File: config.mk
export PLATFORM = sky130hd
export DESIGN_NAME = cpgw_top
export DESIGN_NICKNAME = d
export VERILOG_FILES = /design/src/cpgw_pkg.sv /design/src/cpgw_top.sv /design/src/cpgw_wdog.sv
export SDC_FILE = /design/constraint.sdc
export NUM_CORES = 1
export LEC_CHECK = 0
export BUFFER_PORTS_ARGS = -buffer_cell sky130_fd_sc_hd__buf_2
export CAP_MARGIN = 40
export CORE_UTILIZATION = 55
export CTS_BUF_LIST = sky130_fd_sc_hd__clkbuf_4
export DETAILED_ROUTE_END_ITERATION = 7
export PLACE_DENSITY = 0.79
export SYNTH_ARGS = -nofsm -noshare
export SYNTH_HDL_FRONTEND = slang
export SYNTH_SLANG_ARGS = --single-unit
File: constraint.sdc
create_clock -name core_clk -period 2.1 [get_ports core_clk]
set_input_delay 0.21 -clock core_clk [delete_from_list [all_inputs] [get_ports core_clk]]
set_output_delay 0.21 -clock core_clk [all_outputs]
set_load 0.02 [all_outputs]
File: src/cpgw_pkg.sv
// Purpose: shared constants and carriers for the config port block
// Assumes: 8-bit host i/o port accesses, one system clock
// Notes: addresses, indexes and reset values live here only
package cpgw_pkg;

    // ****************************************************************
    // host port addresses
    // ****************************************************************
    localparam logic [15:0] CPGW_INDEX_ADDR = 16'h002E; // index port
    localparam logic [15:0] CPGW_INDEX_ALT = 16'h004E;  // alternate index
    localparam logic [15:0] CPGW_DATA_ADDR = 16'h002F;  // data port
    localparam logic [15:0] CPGW_DATA_ALT = 16'h004F;   // alternate data

    // ****************************************************************
    // key bytes and indexes
    // ****************************************************************
    localparam logic [7:0] CPGW_KEY_ENTER = 8'h87;   // written twice
    localparam logic [7:0] CPGW_KEY_EXIT = 8'hAA;    // leaves config
    localparam logic [7:0] CPGW_IDX_UNIT = 8'h07;    // unit number reg
    localparam logic [7:0] CPGW_IDX_DIR = 8'hF0;     // pin direction
    localparam logic [7:0] CPGW_IDX_DATA = 8'hF1;    // pin data
    localparam logic [7:0] CPGW_IDX_INV = 8'hF2;     // pin inversion
    localparam logic [7:0] CPGW_IDX_WDACT = 8'h30;   // watchdog activate
    localparam logic [7:0] CPGW_IDX_WDTIME = 8'hF6;  // watchdog seconds
    localparam logic [7:0] CPGW_UNIT_GPIO = 8'h07;   // gpio bank
    localparam logic [7:0] CPGW_UNIT_WDOG = 8'h08;   // watchdog bank

    // ****************************************************************
    // reset values
    // ****************************************************************
    localparam logic [7:0] CPGW_DIR_RST = 8'hFF;     // all inputs
    localparam logic [7:0] CPGW_DATA_RST = 8'h00;    // data cleared
    localparam logic [7:0] CPGW_INV_RST = 8'h00;     // no inversion
    localparam logic [7:0] CPGW_ZERO8 = 8'h00;       // general zero
    localparam logic [7:0] CPGW_WDACT_ON = 8'h01;    // activate value

    // ****************************************************************
    // timing
    // ****************************************************************
    localparam int CPGW_CLK_HZ = 40_000_000;         // core clock rate
    localparam int CPGW_SECOND_S = 1;                // one tick, seconds
    localparam int CPGW_SECOND_CYC = CPGW_CLK_HZ * CPGW_SECOND_S;

    // ****************************************************************
    // carriers
    // ****************************************************************
    typedef struct packed {
        logic [15:0] addr;  // port address
        logic [7:0] wdata;  // write byte
        logic wr;           // write strobe, one cycle
        logic rd;           // read strobe, one cycle
    } cpgw_io_req_t;

    typedef struct packed {
        logic [7:0] rdata;  // read byte
        logic rvalid;       // read answer, one cycle
    } cpgw_io_rsp_t;

endpackage : cpgw_pkg

File: src/cpgw_top.sv
// Purpose: config port decode, gpio bank and watchdog bank
// Assumes: host gives one-cycle read and write strobes per access
// Notes: pins are sampled through two flops before use
`timescale 1ns/10ps

// Contract
// RL1: direction bit one input, zero output
// RL2: direction resets to all ones
// RL3: output pin data bit writable, readable
// RL4: input pin data bit read-only
// RL5: pin data resets to zero
// RL6: inversion bit inverts both directions
// RL7: inversion resets to zero
// RL8: index port write-only at 2E or 4E
// RL9: data port at 2F or 4F, indexed
// RL10: double 87 write enters config mode
// RL11: AA write to index exits mode
// RL12: index 07 selects logical unit number
// RL13: gpio bank unit 7, F0 F1 F2
// RL14: unit 8 index 30 one activates watchdog
// RL15: unit 8 index 30 zero deactivates
// RL16: unit 8 index F6 loads seconds
// RL17: expiry resets the processor
// RL18: counts down per second, reload, expire
// RL19: data port inert outside config mode
module cpgw_top #(
    parameter int PIN_N = 8,
    parameter int TICK_CYC = cpgw_pkg::CPGW_SECOND_CYC
)(
    input wire logic core_clk,
    input wire logic rstn,
    input cpgw_pkg::cpgw_io_req_t io_req,
    output cpgw_pkg::cpgw_io_rsp_t io_rsp,
    input wire logic [PIN_N-1:0] general_pins_in,
    output logic [PIN_N-1:0] general_pins_out,
    output logic [PIN_N-1:0] general_pins_oe,
    output logic cpu_reset
);

    // ****************************************************************
    // address decode
    // ****************************************************************
    logic hit_index;          // access to index port
    logic hit_data;           // access to data port
    logic idx_wr;             // index port write
    logic dat_wr;             // data port write, config open
    logic dat_rd;             // data port read

    assign hit_index = (io_req.addr == cpgw_pkg::CPGW_INDEX_ADDR)
                    || (io_req.addr == cpgw_pkg::CPGW_INDEX_ALT); // see RL8
    assign hit_data = (io_req.addr == cpgw_pkg::CPGW_DATA_ADDR)
                   || (io_req.addr == cpgw_pkg::CPGW_DATA_ALT); // see RL9
    assign idx_wr = io_req.wr && hit_index;
    assign dat_rd = io_req.rd && hit_data;

    // ****************************************************************
    // key sequence
    // ****************************************************************
    typedef enum logic [1:0] {
        CPGW_LOCKED,
        CPGW_HALF_KEY,
        CPGW_OPEN
    } cpgw_mode_t;

    cpgw_mode_t mode_ff;      // config mode state
    cpgw_mode_t nxt_mode;
    logic cfg_open;           // config access allowed
    logic key_hit;            // index write of enter key
    logic exit_hit;           // index write of exit key

    assign key_hit = idx_wr && (io_req.wdata == cpgw_pkg::CPGW_KEY_ENTER);
    assign exit_hit = idx_wr && (io_req.wdata == cpgw_pkg::CPGW_KEY_EXIT);
    assign cfg_open = (mode_ff == CPGW_OPEN);
    assign dat_wr = io_req.wr && hit_data && cfg_open; // see RL19

    // next mode from index port writes
    always_comb
    begin
        nxt_mode = mode_ff;
        unique case (mode_ff)
            CPGW_LOCKED:
            begin
                if (key_hit)
                    nxt_mode = CPGW_HALF_KEY;
            end
            CPGW_HALF_KEY:
            begin
                // any other index write breaks the pair
                if (key_hit)
                    nxt_mode = CPGW_OPEN; // see RL10
                else if (idx_wr)
                    nxt_mode = CPGW_LOCKED;
            end
            CPGW_OPEN:
            begin
                if (exit_hit)
                    nxt_mode = CPGW_LOCKED; // see RL11
            end
            // the spare code falls back to locked
            default: nxt_mode = CPGW_LOCKED;
        endcase
    end

    // ****************************************************************
    // index and unit number
    // ****************************************************************
    logic [7:0] index_ff;     // selected register index
    logic [7:0] nxt_index;
    logic [7:0] unit_ff;      // logical unit number
    logic [7:0] nxt_unit;
    logic sel_unit;           // index points at unit number
    logic in_gpio;            // gpio bank selected
    logic in_wdog;            // watchdog bank selected

    // index only follows writes while config is open
    assign nxt_index = (idx_wr && cfg_open) ? io_req.wdata : index_ff;
    assign sel_unit = (index_ff == cpgw_pkg::CPGW_IDX_UNIT);
    assign nxt_unit = (dat_wr && sel_unit) ? io_req.wdata
                                           : unit_ff; // see RL12
    assign in_gpio = (unit_ff == cpgw_pkg::CPGW_UNIT_GPIO); // see RL13
    assign in_wdog = (unit_ff == cpgw_pkg::CPGW_UNIT_WDOG); // see RL14

    // ****************************************************************
    // gpio bank
    // ****************************************************************
    logic [PIN_N-1:0] dir_ff;     // one means input
    logic [PIN_N-1:0] nxt_dir;
    logic [PIN_N-1:0] pdata_ff;   // stored output data
    logic [PIN_N-1:0] nxt_pdata;
    logic [PIN_N-1:0] inv_ff;     // inversion mask
    logic [PIN_N-1:0] nxt_inv;
    logic [PIN_N-1:0] pin_s1_ff;  // first sync stage
    logic [PIN_N-1:0] pin_s2_ff;  // second sync stage
    logic [PIN_N-1:0] pdata_view; // data register as read
    logic [PIN_N-1:0] out_ff;     // pin drive level
    logic [PIN_N-1:0] oe_ff;      // pin drive enable
    logic wr_dir;
    logic wr_pdata;
    logic wr_inv;

    assign wr_dir = dat_wr && in_gpio
                 && (index_ff == cpgw_pkg::CPGW_IDX_DIR);
    assign wr_pdata = dat_wr && in_gpio
                   && (index_ff == cpgw_pkg::CPGW_IDX_DATA);
    assign wr_inv = dat_wr && in_gpio
                 && (index_ff == cpgw_pkg::CPGW_IDX_INV);
    assign nxt_dir = wr_dir ? io_req.wdata[PIN_N-1:0] : dir_ff;
    assign nxt_inv = wr_inv ? io_req.wdata[PIN_N-1:0] : inv_ff;
    // only output bits take the write; input bits keep their value
    assign nxt_pdata = wr_pdata
        ? ((io_req.wdata[PIN_N-1:0] & ~dir_ff) | (pdata_ff & dir_ff))
        : pdata_ff; // see RL3 RL4
    // inputs read the pin, outputs read back the stored bit
    assign pdata_view = (dir_ff & (pin_s2_ff ^ inv_ff))
                      | (~dir_ff & pdata_ff); // see RL6

    // gpio registers and pin synchroniser
    always_ff @(posedge core_clk)
    begin
        if (!rstn)
        begin
            dir_ff <= PIN_N'(cpgw_pkg::CPGW_DIR_RST); // see RL2
            pdata_ff <= PIN_N'(cpgw_pkg::CPGW_DATA_RST); // see RL5
            inv_ff <= PIN_N'(cpgw_pkg::CPGW_INV_RST); // see RL7
            pin_s1_ff <= '0;
            pin_s2_ff <= '0;
        end
        else
        begin
            dir_ff <= nxt_dir;
            pdata_ff <= nxt_pdata;
            inv_ff <= nxt_inv;
            pin_s1_ff <= general_pins_in;
            pin_s2_ff <= pin_s1_ff;
        end
    end

    // pin drivers registered from the bank state
    always_ff @(posedge core_clk)
    begin
        if (!rstn)
        begin
            out_ff <= '0;
            oe_ff <= '0;
        end
        else
        begin
            out_ff <= pdata_ff ^ inv_ff; // see RL6
            oe_ff <= ~dir_ff; // see RL1
        end
    end

    assign general_pins_out = out_ff;
    assign general_pins_oe = oe_ff;

    // ****************************************************************
    // watchdog bank
    // ****************************************************************
    logic wd_act_ff;          // watchdog active
    logic nxt_wd_act;
    logic [7:0] wd_time_ff;   // last written timeout
    logic [7:0] nxt_wd_time;
    logic wr_wdact;
    logic wd_load;            // timeout write pulse
    logic wd_expired;
    logic [7:0] wd_remain;

    assign wr_wdact = dat_wr && in_wdog
                   && (index_ff == cpgw_pkg::CPGW_IDX_WDACT);
    assign wd_load = dat_wr && in_wdog
                  && (index_ff == cpgw_pkg::CPGW_IDX_WDTIME); // see RL16
    // only the byte 01 activates; any other byte deactivates
    assign nxt_wd_act = wr_wdact
        ? (io_req.wdata == cpgw_pkg::CPGW_WDACT_ON)
        : wd_act_ff; // see RL14 RL15
    assign nxt_wd_time = wd_load ? io_req.wdata : wd_time_ff;

    // watchdog control registers
    always_ff @(posedge core_clk)
    begin
        if (!rstn)
        begin
            wd_act_ff <= 1'b0;
            wd_time_ff <= cpgw_pkg::CPGW_ZERO8;
        end
        else
        begin
            wd_act_ff <= nxt_wd_act;
            wd_time_ff <= nxt_wd_time;
        end
    end

    cpgw_wdog #(
        .TICK_CYC(TICK_CYC)
    ) u_wdog (
        .core_clk(core_clk),
        .rstn(rstn),
        .active(wd_act_ff),
        .load(wd_load),
        .load_val(io_req.wdata),
        .expired(wd_expired),
        .remain(wd_remain)
    );

    assign cpu_reset = wd_expired; // see RL17

    // ****************************************************************
    // read mux
    // ****************************************************************
    logic [7:0] rd_mux;       // selected read byte
    logic [7:0] gpio_rd;      // gpio bank read
    logic [7:0] wdog_rd;      // watchdog bank read
    logic [7:0] rdata_ff;
    logic rvalid_ff;

    assign gpio_rd = (index_ff == cpgw_pkg::CPGW_IDX_DIR)
                   ? 8'(dir_ff)
                   : (index_ff == cpgw_pkg::CPGW_IDX_DATA)
                   ? 8'(pdata_view)
                   : (index_ff == cpgw_pkg::CPGW_IDX_INV)
                   ? 8'(inv_ff) : cpgw_pkg::CPGW_ZERO8;
    // timeout index reads the seconds still left
    assign wdog_rd = (index_ff == cpgw_pkg::CPGW_IDX_WDACT)
                   ? {7'h00, wd_act_ff}
                   : (index_ff == cpgw_pkg::CPGW_IDX_WDTIME)
                   ? wd_remain : cpgw_pkg::CPGW_ZERO8;
    // closed mode and index port reads return zero
    assign rd_mux = !cfg_open ? cpgw_pkg::CPGW_ZERO8
                  : sel_unit ? unit_ff
                  : in_gpio ? gpio_rd
                  : in_wdog ? wdog_rd
                  : cpgw_pkg::CPGW_ZERO8; // see RL19

    // mode, index and read answer registers
    always_ff @(posedge core_clk)
    begin
        if (!rstn)
        begin
            mode_ff <= CPGW_LOCKED;
            index_ff <= cpgw_pkg::CPGW_ZERO8;
            unit_ff <= cpgw_pkg::CPGW_ZERO8;
            rdata_ff <= cpgw_pkg::CPGW_ZERO8;
            rvalid_ff <= 1'b0;
        end
        else
        begin
            mode_ff <= nxt_mode;
            index_ff <= nxt_index;
            unit_ff <= nxt_unit;
            rdata_ff <= dat_rd ? rd_mux : cpgw_pkg::CPGW_ZERO8;
            rvalid_ff <= io_req.rd;
        end
    end

    // one driver for the whole answer carrier
    assign io_rsp = '{rdata: rdata_ff, rvalid: rvalid_ff};

endmodule : cpgw_top

File: src/cpgw_wdog.sv
// Purpose: watchdog counting whole seconds down to a processor reset
// Assumes: load pulses come from the config register logic
// Notes: tick divider length is a parameter so tests can shorten it
`timescale 1ns/10ps
module cpgw_wdog #(
    parameter int TICK_CYC = cpgw_pkg::CPGW_SECOND_CYC
)(
    input wire logic core_clk,
    input wire logic rstn,
    input wire logic active,
    input wire logic load,
    input wire logic [7:0] load_val,
    output logic expired,
    output logic [7:0] remain
);

    // ****************************************************************
    // second divider and counter
    // ****************************************************************
    logic [31:0] div_ff;      // cycles within current second
    logic [31:0] nxt_div;
    logic [7:0] cnt_ff;       // seconds left
    logic [7:0] nxt_cnt;
    logic expired_ff;         // reset request, held
    logic nxt_expired;
    logic running;            // counting allowed
    logic tick;               // one-second pulse

    assign running = active && (cnt_ff != cpgw_pkg::CPGW_ZERO8);
    assign tick = running && (div_ff == 32'(TICK_CYC - 1));
    assign nxt_div = (!running || load || tick) ? 32'h0000_0000
                                                : div_ff + 32'h0000_0001;
    // reload on write, else step once per second
    assign nxt_cnt = load ? load_val
                   : (tick ? cnt_ff - 8'h01 : cnt_ff); // see RL18
    // expiry when the last second runs out while active
    assign nxt_expired = load ? 1'b0
                       : (!active ? 1'b0
                       : (expired_ff || (tick && cnt_ff == 8'h01)));

    // state update
    always_ff @(posedge core_clk)
    begin
        if (!rstn)
        begin
            div_ff <= 32'h0000_0000;
            cnt_ff <= cpgw_pkg::CPGW_ZERO8;
            expired_ff <= 1'b0;
        end
        else
        begin
            div_ff <= nxt_div;
            cnt_ff <= nxt_cnt;
            expired_ff <= nxt_expired; // see RL17
        end
    end

    assign expired = expired_ff;
    assign remain = cnt_ff;

endmodule : cpgw_wdog
* Word level (Yosys, flattened, before mapping)
Cells that the tools add are included.
** Storage, ports and cells
- Bits in registers :: 125
- Latch bits :: 0
- Bits in writable memories :: 0
- Memory bits (read-only) :: 0
- Bits of input ports :: 36
- Output and inout bits :: 26
- Logic and storage cells :: 97
- Memories :: 0
** Operators by class
- Add/subtract/negate cells :: 2
- Multiply operators :: 0
- Divide/modulo/power cells :: 0
- Order comparisons :: 0
- Equality and inequality tests :: 22
- Shift-type cells :: 0
- Mux-type cells :: 15
- Bitwise operators :: 11
- Reduce and logical (&&, ||, !) cells :: 31
** Operator list (count)
- $mux W8 :: 10
- $eq A8 B8 Y1 const B :: 6
- $add A32 B1 Y32 const B :: 1
- $and A8 B8 Y8 :: 4
- $eq A16 B6 Y1 const B :: 2
- $eq A16 B7 Y1 const B :: 2
- $eq A32 B26 Y1 const B :: 1
- $logic_and A1 B1 Y1 :: 18
- $eq A8 B1 Y1 const B :: 2
- $eq A8 B3 Y1 const B :: 2
- $or A8 B8 Y8 :: 2
- $xor A8 B8 Y8 :: 2
- $eq A8 B4 Y1 const B :: 1
- $eq A8 B6 Y1 const B :: 1
- $mux W2 :: 4
- $not A8 Y8 :: 1
- $reduce_bool A8 Y1 :: 1
- $sub A8 B1 Y8 const B :: 1
- $pmux W2 S3 :: 1
- $reduce_and A3 Y1 :: 2
- $logic_or A1 B1 Y1 :: 5
- $ne A3 B3 Y1 const B :: 1
- $reduce_or A3 Y1 :: 1
- $eq A2 B1 Y1 const B :: 1
- other kinds (8) :: 9

* Longest topological paths before layout
- Depth after elaboration :: 9
- Mapped depth :: 7
- Depth with buffers taken out :: 7

* Modules after synthesis
Synthesis repeated with hierarchy kept, for this count alone.
** Second synthesis, totals
- Cells, all modules :: 613
- Area, all modules :: 5745.5 um^2
** Modules (own cells, without submodules)
- cpgw_top :: times used 1, cells an instance 381, area an instance 3757.4 um^2, sequential area each 1681.6 um^2
- cpgw_wdog :: times used 1, cells an instance 232, area an instance 1988.2 um^2, sequential area each 820.8 um^2

* Least setup slack after synthesis
OpenSTA, ideal clock, no wires.
- Path type :: reg2reg
- From :: register unit_ff[4]
- To :: register inv_ff[2]
- Setup time :: 0.116 ns
- Arrival :: 1.862 ns
- Required time :: 1.984 ns
- Setup slack :: 0.122 ns
- Stages on the path, launching flop included :: 8
- Period minus slack after synthesis :: 1.978 ns
- Cell sequence :: dfxtp_1 > nor4_4 > nand4_2 > nor4_4 > and4b_1 > buf_6 > mux2i_1 > nor2b_1
** Between the ends
- Longest elaborated chain between the ends :: 3
** Ends and longest elaborated chain
- from (decl) :: line cpgw_top.sv:109 : logic [7:0] unit_ff;
- from (signal assigned) :: line cpgw_top.sv:281 : unit_ff <= cpgw_pkg::CPGW_ZERO8;
- from (signal assigned) :: line cpgw_top.sv:289 : unit_ff <= nxt_unit;
- $eq A8 B3 Y1 :: line cpgw_top.sv:120 : assign in_gpio = (unit_ff == cpgw_pkg::CPGW_UNIT_GPIO);
- $logic_and A1 B1 Y1 :: line cpgw_top.sv:145 : assign wr_inv = dat_wr && in_gpio
- $logic_and A1 B1 Y1 :: line cpgw_top.sv:146 : && (index_ff == cpgw_pkg::CPGW_IDX_INV);
- to (signal assigned) :: line cpgw_top.sv:164 : inv_ff <= PIN_N'(cpgw_pkg::CPGW_INV_RST);
- to (signal assigned) :: line cpgw_top.sv:172 : inv_ff <= nxt_inv;
- to (decl) :: line cpgw_top.sv:130 : logic [PIN_N-1:0] inv_ff;
Every way passes these cells.
A chain may end at the register's enable or synchronous reset.

* Worst setup path in the final report
- From :: register u_wdog.div_ff[9]
- To :: register u_wdog.cnt_ff[5] (netlist: u_wdog.remain[5])
** Between the ends
- Longest elaborated chain between the ends :: 3
** Ends and longest elaborated chain
- from (decl) :: line cpgw_wdog.sv:20 : logic [31:0] div_ff;
- from (signal assigned) :: line cpgw_wdog.sv:52 : div_ff <= nxt_div;
- $eq A32 B26 Y1 :: line cpgw_wdog.sv:30 : assign tick = running && (div_ff == 32'(TICK_CYC - 1));
- $logic_and A1 B1 Y1 :: line cpgw_wdog.sv:30
- $reduce_bool A2 Y1 (no line)
- to (signal assigned) :: line cpgw_wdog.sv:47 : cnt_ff <= cpgw_pkg::CPGW_ZERO8;
- to (signal assigned) :: line cpgw_wdog.sv:53 : cnt_ff <= nxt_cnt;
- to (decl) :: line cpgw_wdog.sv:22 : logic [7:0] cnt_ff;
Every way passes these cells.

==> reports/metrics.yaml <==
status:
  outcome: "finished clean"
cts:
  cts_tree: "done"
  max-clock-path-buffers: 2
  clkSinkCount: 125
  path_clk_slew_ns: 0.12
  cts_made_buffers: 17
  root_buffer: "clkbuf_4"
  cts_htree_levels: 4
  clk_latency_ns: 0.53
route:
  drt-total-wl_um: 12200
  drt_iter0_markers: 281
  drt_pass1_iterations: 5
  drc: 0
  vias: 4580
  ant_nets: 0
  wl_per_cell_um: 14.5
  vias_per_cell: 5.43
place:
  portBuffers: 61
  postPlaceCellArea_um2: 6080
  place_hpwl_um: 8520
  place_inst: 792
  place_congestion: 0.817
synth:
  yosysUniqueCellTypes: 51
  synthArstFlopShare: 0
  yosysSeqAreaShare: 0.452
  syn_area_per_cell_um2: 9.15
  syn-num-nets: 645
  synth-edff-count: 0
  yosysWarnings: 0
  synth_seq_cells: 125
  syn_inst: 605
  netlist_area_um2: 5530
  synthFlopType: "dfxtp_1"
floorplan:
  die-height_um: 102
  chipWidth_um: 102
  dieArea_um2: 10500
  start_util: 0.566
  fp-row-count: 36
  io_pins: 62
  core_area_um2: 9770
worst_setup_path:
  slowest_stage: "or4_4"
  endpoint_kind: "register"
  arrival_ns: 2.42
  critPathMaxFanout: 7
  critPathBufInv: 0
  cp_top_family: "simple AND/OR/NAND/NOR gates"
  crit_required_ns: 2.52
  crit_chain: "or4_4 > nor4_4 > nand3_4 > nor3_2 > xnor2_1 > a21oi_1"
  critical_path.max_stage_delay_ns: 0.54
  cp-start-kind: "register"
  critical_path_class: "register to register"
hold_path:
  hp-class: "primary input to register"
layout:
  layout.nets: 737
  nFillCells: 778
  final_area_um2: 6570
  syn2layout_area_growth_pct: 18.7
  final_cells: 843
  ff_latch_area_um2: 2500
  drive_gt1_frac: 0.192
  multiInputGateArea_um2: 2870
  antennaDiodeCount: 0
global_route:
  grt-ovfl-total: 0
  grt_pass1_wl_um: 19800
  grt_pass1_vias: 4272
  grt_max_degree: 94
  antenna_found_initial: 0
  grt.total_usage: 0.246
timing:
  setup_viol: 0
  finalMaxSlewViolations: 0
  slew_headroom: 0.712
  post-route-period-util: 0.955
  fmax_ghz: 0.499
  worst_pin_slew_ns: 0.428
  finalSetupTns_ns: 0
  hold_viol: 0
  finClkSkew_ns: 0.0158
  finalCriticalPeriod_ns: 2.00
  rsz0062_at_grt: "yes"
power:
  p_per_area_nw_per_um2: 633
  power.total_mw: 4.16
  leakagePower_nw: 2.47
  vdd_drop_max_mv: 0.328
flow_run:
  cap_violations: 0
-- sequential cells by signal, indices dropped and copies added (netlist names), 2 cells and up, named ones only --
register,flops
u_wdog.div_ff,32
dir_ff,8
general_pins_oe,8
general_pins_out,8
index_ff,8
inv_ff,8
pin_s1_ff,8
pin_s2_ff,8
rdata_ff,8
u_wdog.remain,8
unit_ff,8
mode_ff,2
-- cells in the mapped netlist (all sizes together), types with 2 or more instances --
cell type  count  area share
a21boi         9       0.012
a21oi         14       0.013
a221oi         2      0.0032
a22oi          7      0.0095
a31oi          2      0.0023
and2          27       0.031
and3           4      0.0047
and4           4      0.0063
buf           10       0.011
clkbuf        20       0.014
dfxtp        125        0.45
ha             4      0.0090
inv           16       0.011
mux2i         26       0.047
nand2         72       0.049
nand2b         2      0.0023
nand3         23       0.023
nand3b         3      0.0041
nand4         13       0.016
nand4b         2      0.0059
nor2          50       0.034
nor2b         30       0.034
nor3           8      0.0090
nor3b          5      0.0068
nor4          12       0.027
o2111ai        8       0.013
o211ai         8       0.011
o21ai         23       0.021
o31ai          9       0.012
or4            5      0.0075
xnor2         25       0.040
xor2          29       0.046
-- power breakdown --
group,internal [mW],switching [mW],total [mW]
Sequential,2.38,0.00477,2.39
Combinational,0.0748,0.0763,0.151
Clock,0.718,0.899,1.62
-- worst register-to-register path: stages (launching register included) --
cell,delay (ns)
dfxtp_1,0.33
or4_4,0.54
nor4_4,0.40
nand3_4,0.19
nor3_2,0.22
xnor2_1,0.14
a21oi_1,0.08
-- placed cells by master (no fill, tap or decap), types with 8 or more instances in the layout --
master,netlist,routed
inv_1,16,16
buf_4,2,24
a21oi_1,14,14
dlygate4sd3_1,0,14
dfxtp_1,125,124
nor2b_1,30,29
buf_2,6,61
clkbuf_4,0,18
nand2_1,72,72
mux2i_1,26,26
nor2_1,50,50
o211ai_1,8,8
o21ai_0,23,23
xnor2_1,25,25
nand3_1,22,22
a21boi_0,8,8
o31ai_1,9,9
xor2_1,29,29
o2111ai_1,8,8
and2_1,27,27
nand4_1,12,12
-- per-layer routing --
| layer | share of wire | track usage | vias up |
|---|---|---|---|
| met4 | 0.017 | 0.0967 | 0 |
| met3 | 0.065 | 0.0657 | 24 |
| met2 | 0.46 | 0.384 | 136 |
| li1 | - | - | 2285 |
| met5 | 0 | 0 | - |
| met1 | 0.46 | 0.326 | 2135 |
-- area by class of cell --
class | instances | area share
clock buffers | 18 | 0.0206
inverters | 16 | 0.00915
flip-flops and latches | 125 | 0.381
well taps | 133 | 0.0253
multi-input cells | 435 | 0.437
clock inverters | 14 | 0.0219
repair buffers | 102 | 0.104
-- path summary, 6_finish.rpt --
| kind | from | depth (start not counted) | slack [ns] | endpoint |
|---|---|---|---|---|
| worst max register to register | u_wdog.div_ff[9]$_SDFF_PP0_ | 6 | 0.1 | u_wdog.remain[5]$_SDFFE_PN0P_ |
| worst min register to register | pin_s1_ff[2]$_SDFF_PN0_ | 1 | 0.44 | pin_s2_ff[2]$_SDFF_PN0_ |
| worst min-delay path | io_req[7] | 3 | 0.03 | register |
| worst max-delay path | u_wdog.div_ff[9]$_SDFF_PP0_ | 6 | 0.1 | u_wdog.remain[5]$_SDFFE_PN0P_ |
-- cells by family (layout without fill, tap and decap cells) --
logic type | count (synthesis) | in the layout | synth area share
adder cells (fa/ha/maj) | 4 | 4 | 0.00905
flip-flops | 125 | 125 | 0.452
AO/OA/AOI/OAI | 85 | 85 | 0.101
XOR/XNOR | 54 | 54 | 0.0855
multiplexers | 26 | 26 | 0.0470
AND/OR/NAND/NOR | 265 | 266 | 0.270
buffers and inverters | 46 | 150 | 0.0353
-- metrics by stage --
| step | setup slack (ns) | hold WS (ns) | utilization |
|---|---|---|---|
| after CTS | 0.0618 | 0.00172 | 0.665 |
| after detailed placement | -0.0184 | 0.419 | 0.622 |
| after floorplan | 0.122 | 0.337 | - |
| after global placement | 0.117 | 0.416 | 0.622 |
| final | 0.0951 | 0.0342 | 0.672 |
| after global routing | -0.0220 | 0.00760 | 0.672 |
-- timing repair --
item	CTS	global route
hold buffers	14	0
setup endpoints to repair	0	59
setup buffers	0	4
resized for setup	0	5
hold endpoints to repair	13	0
Power figures use the tool's default switching activity.
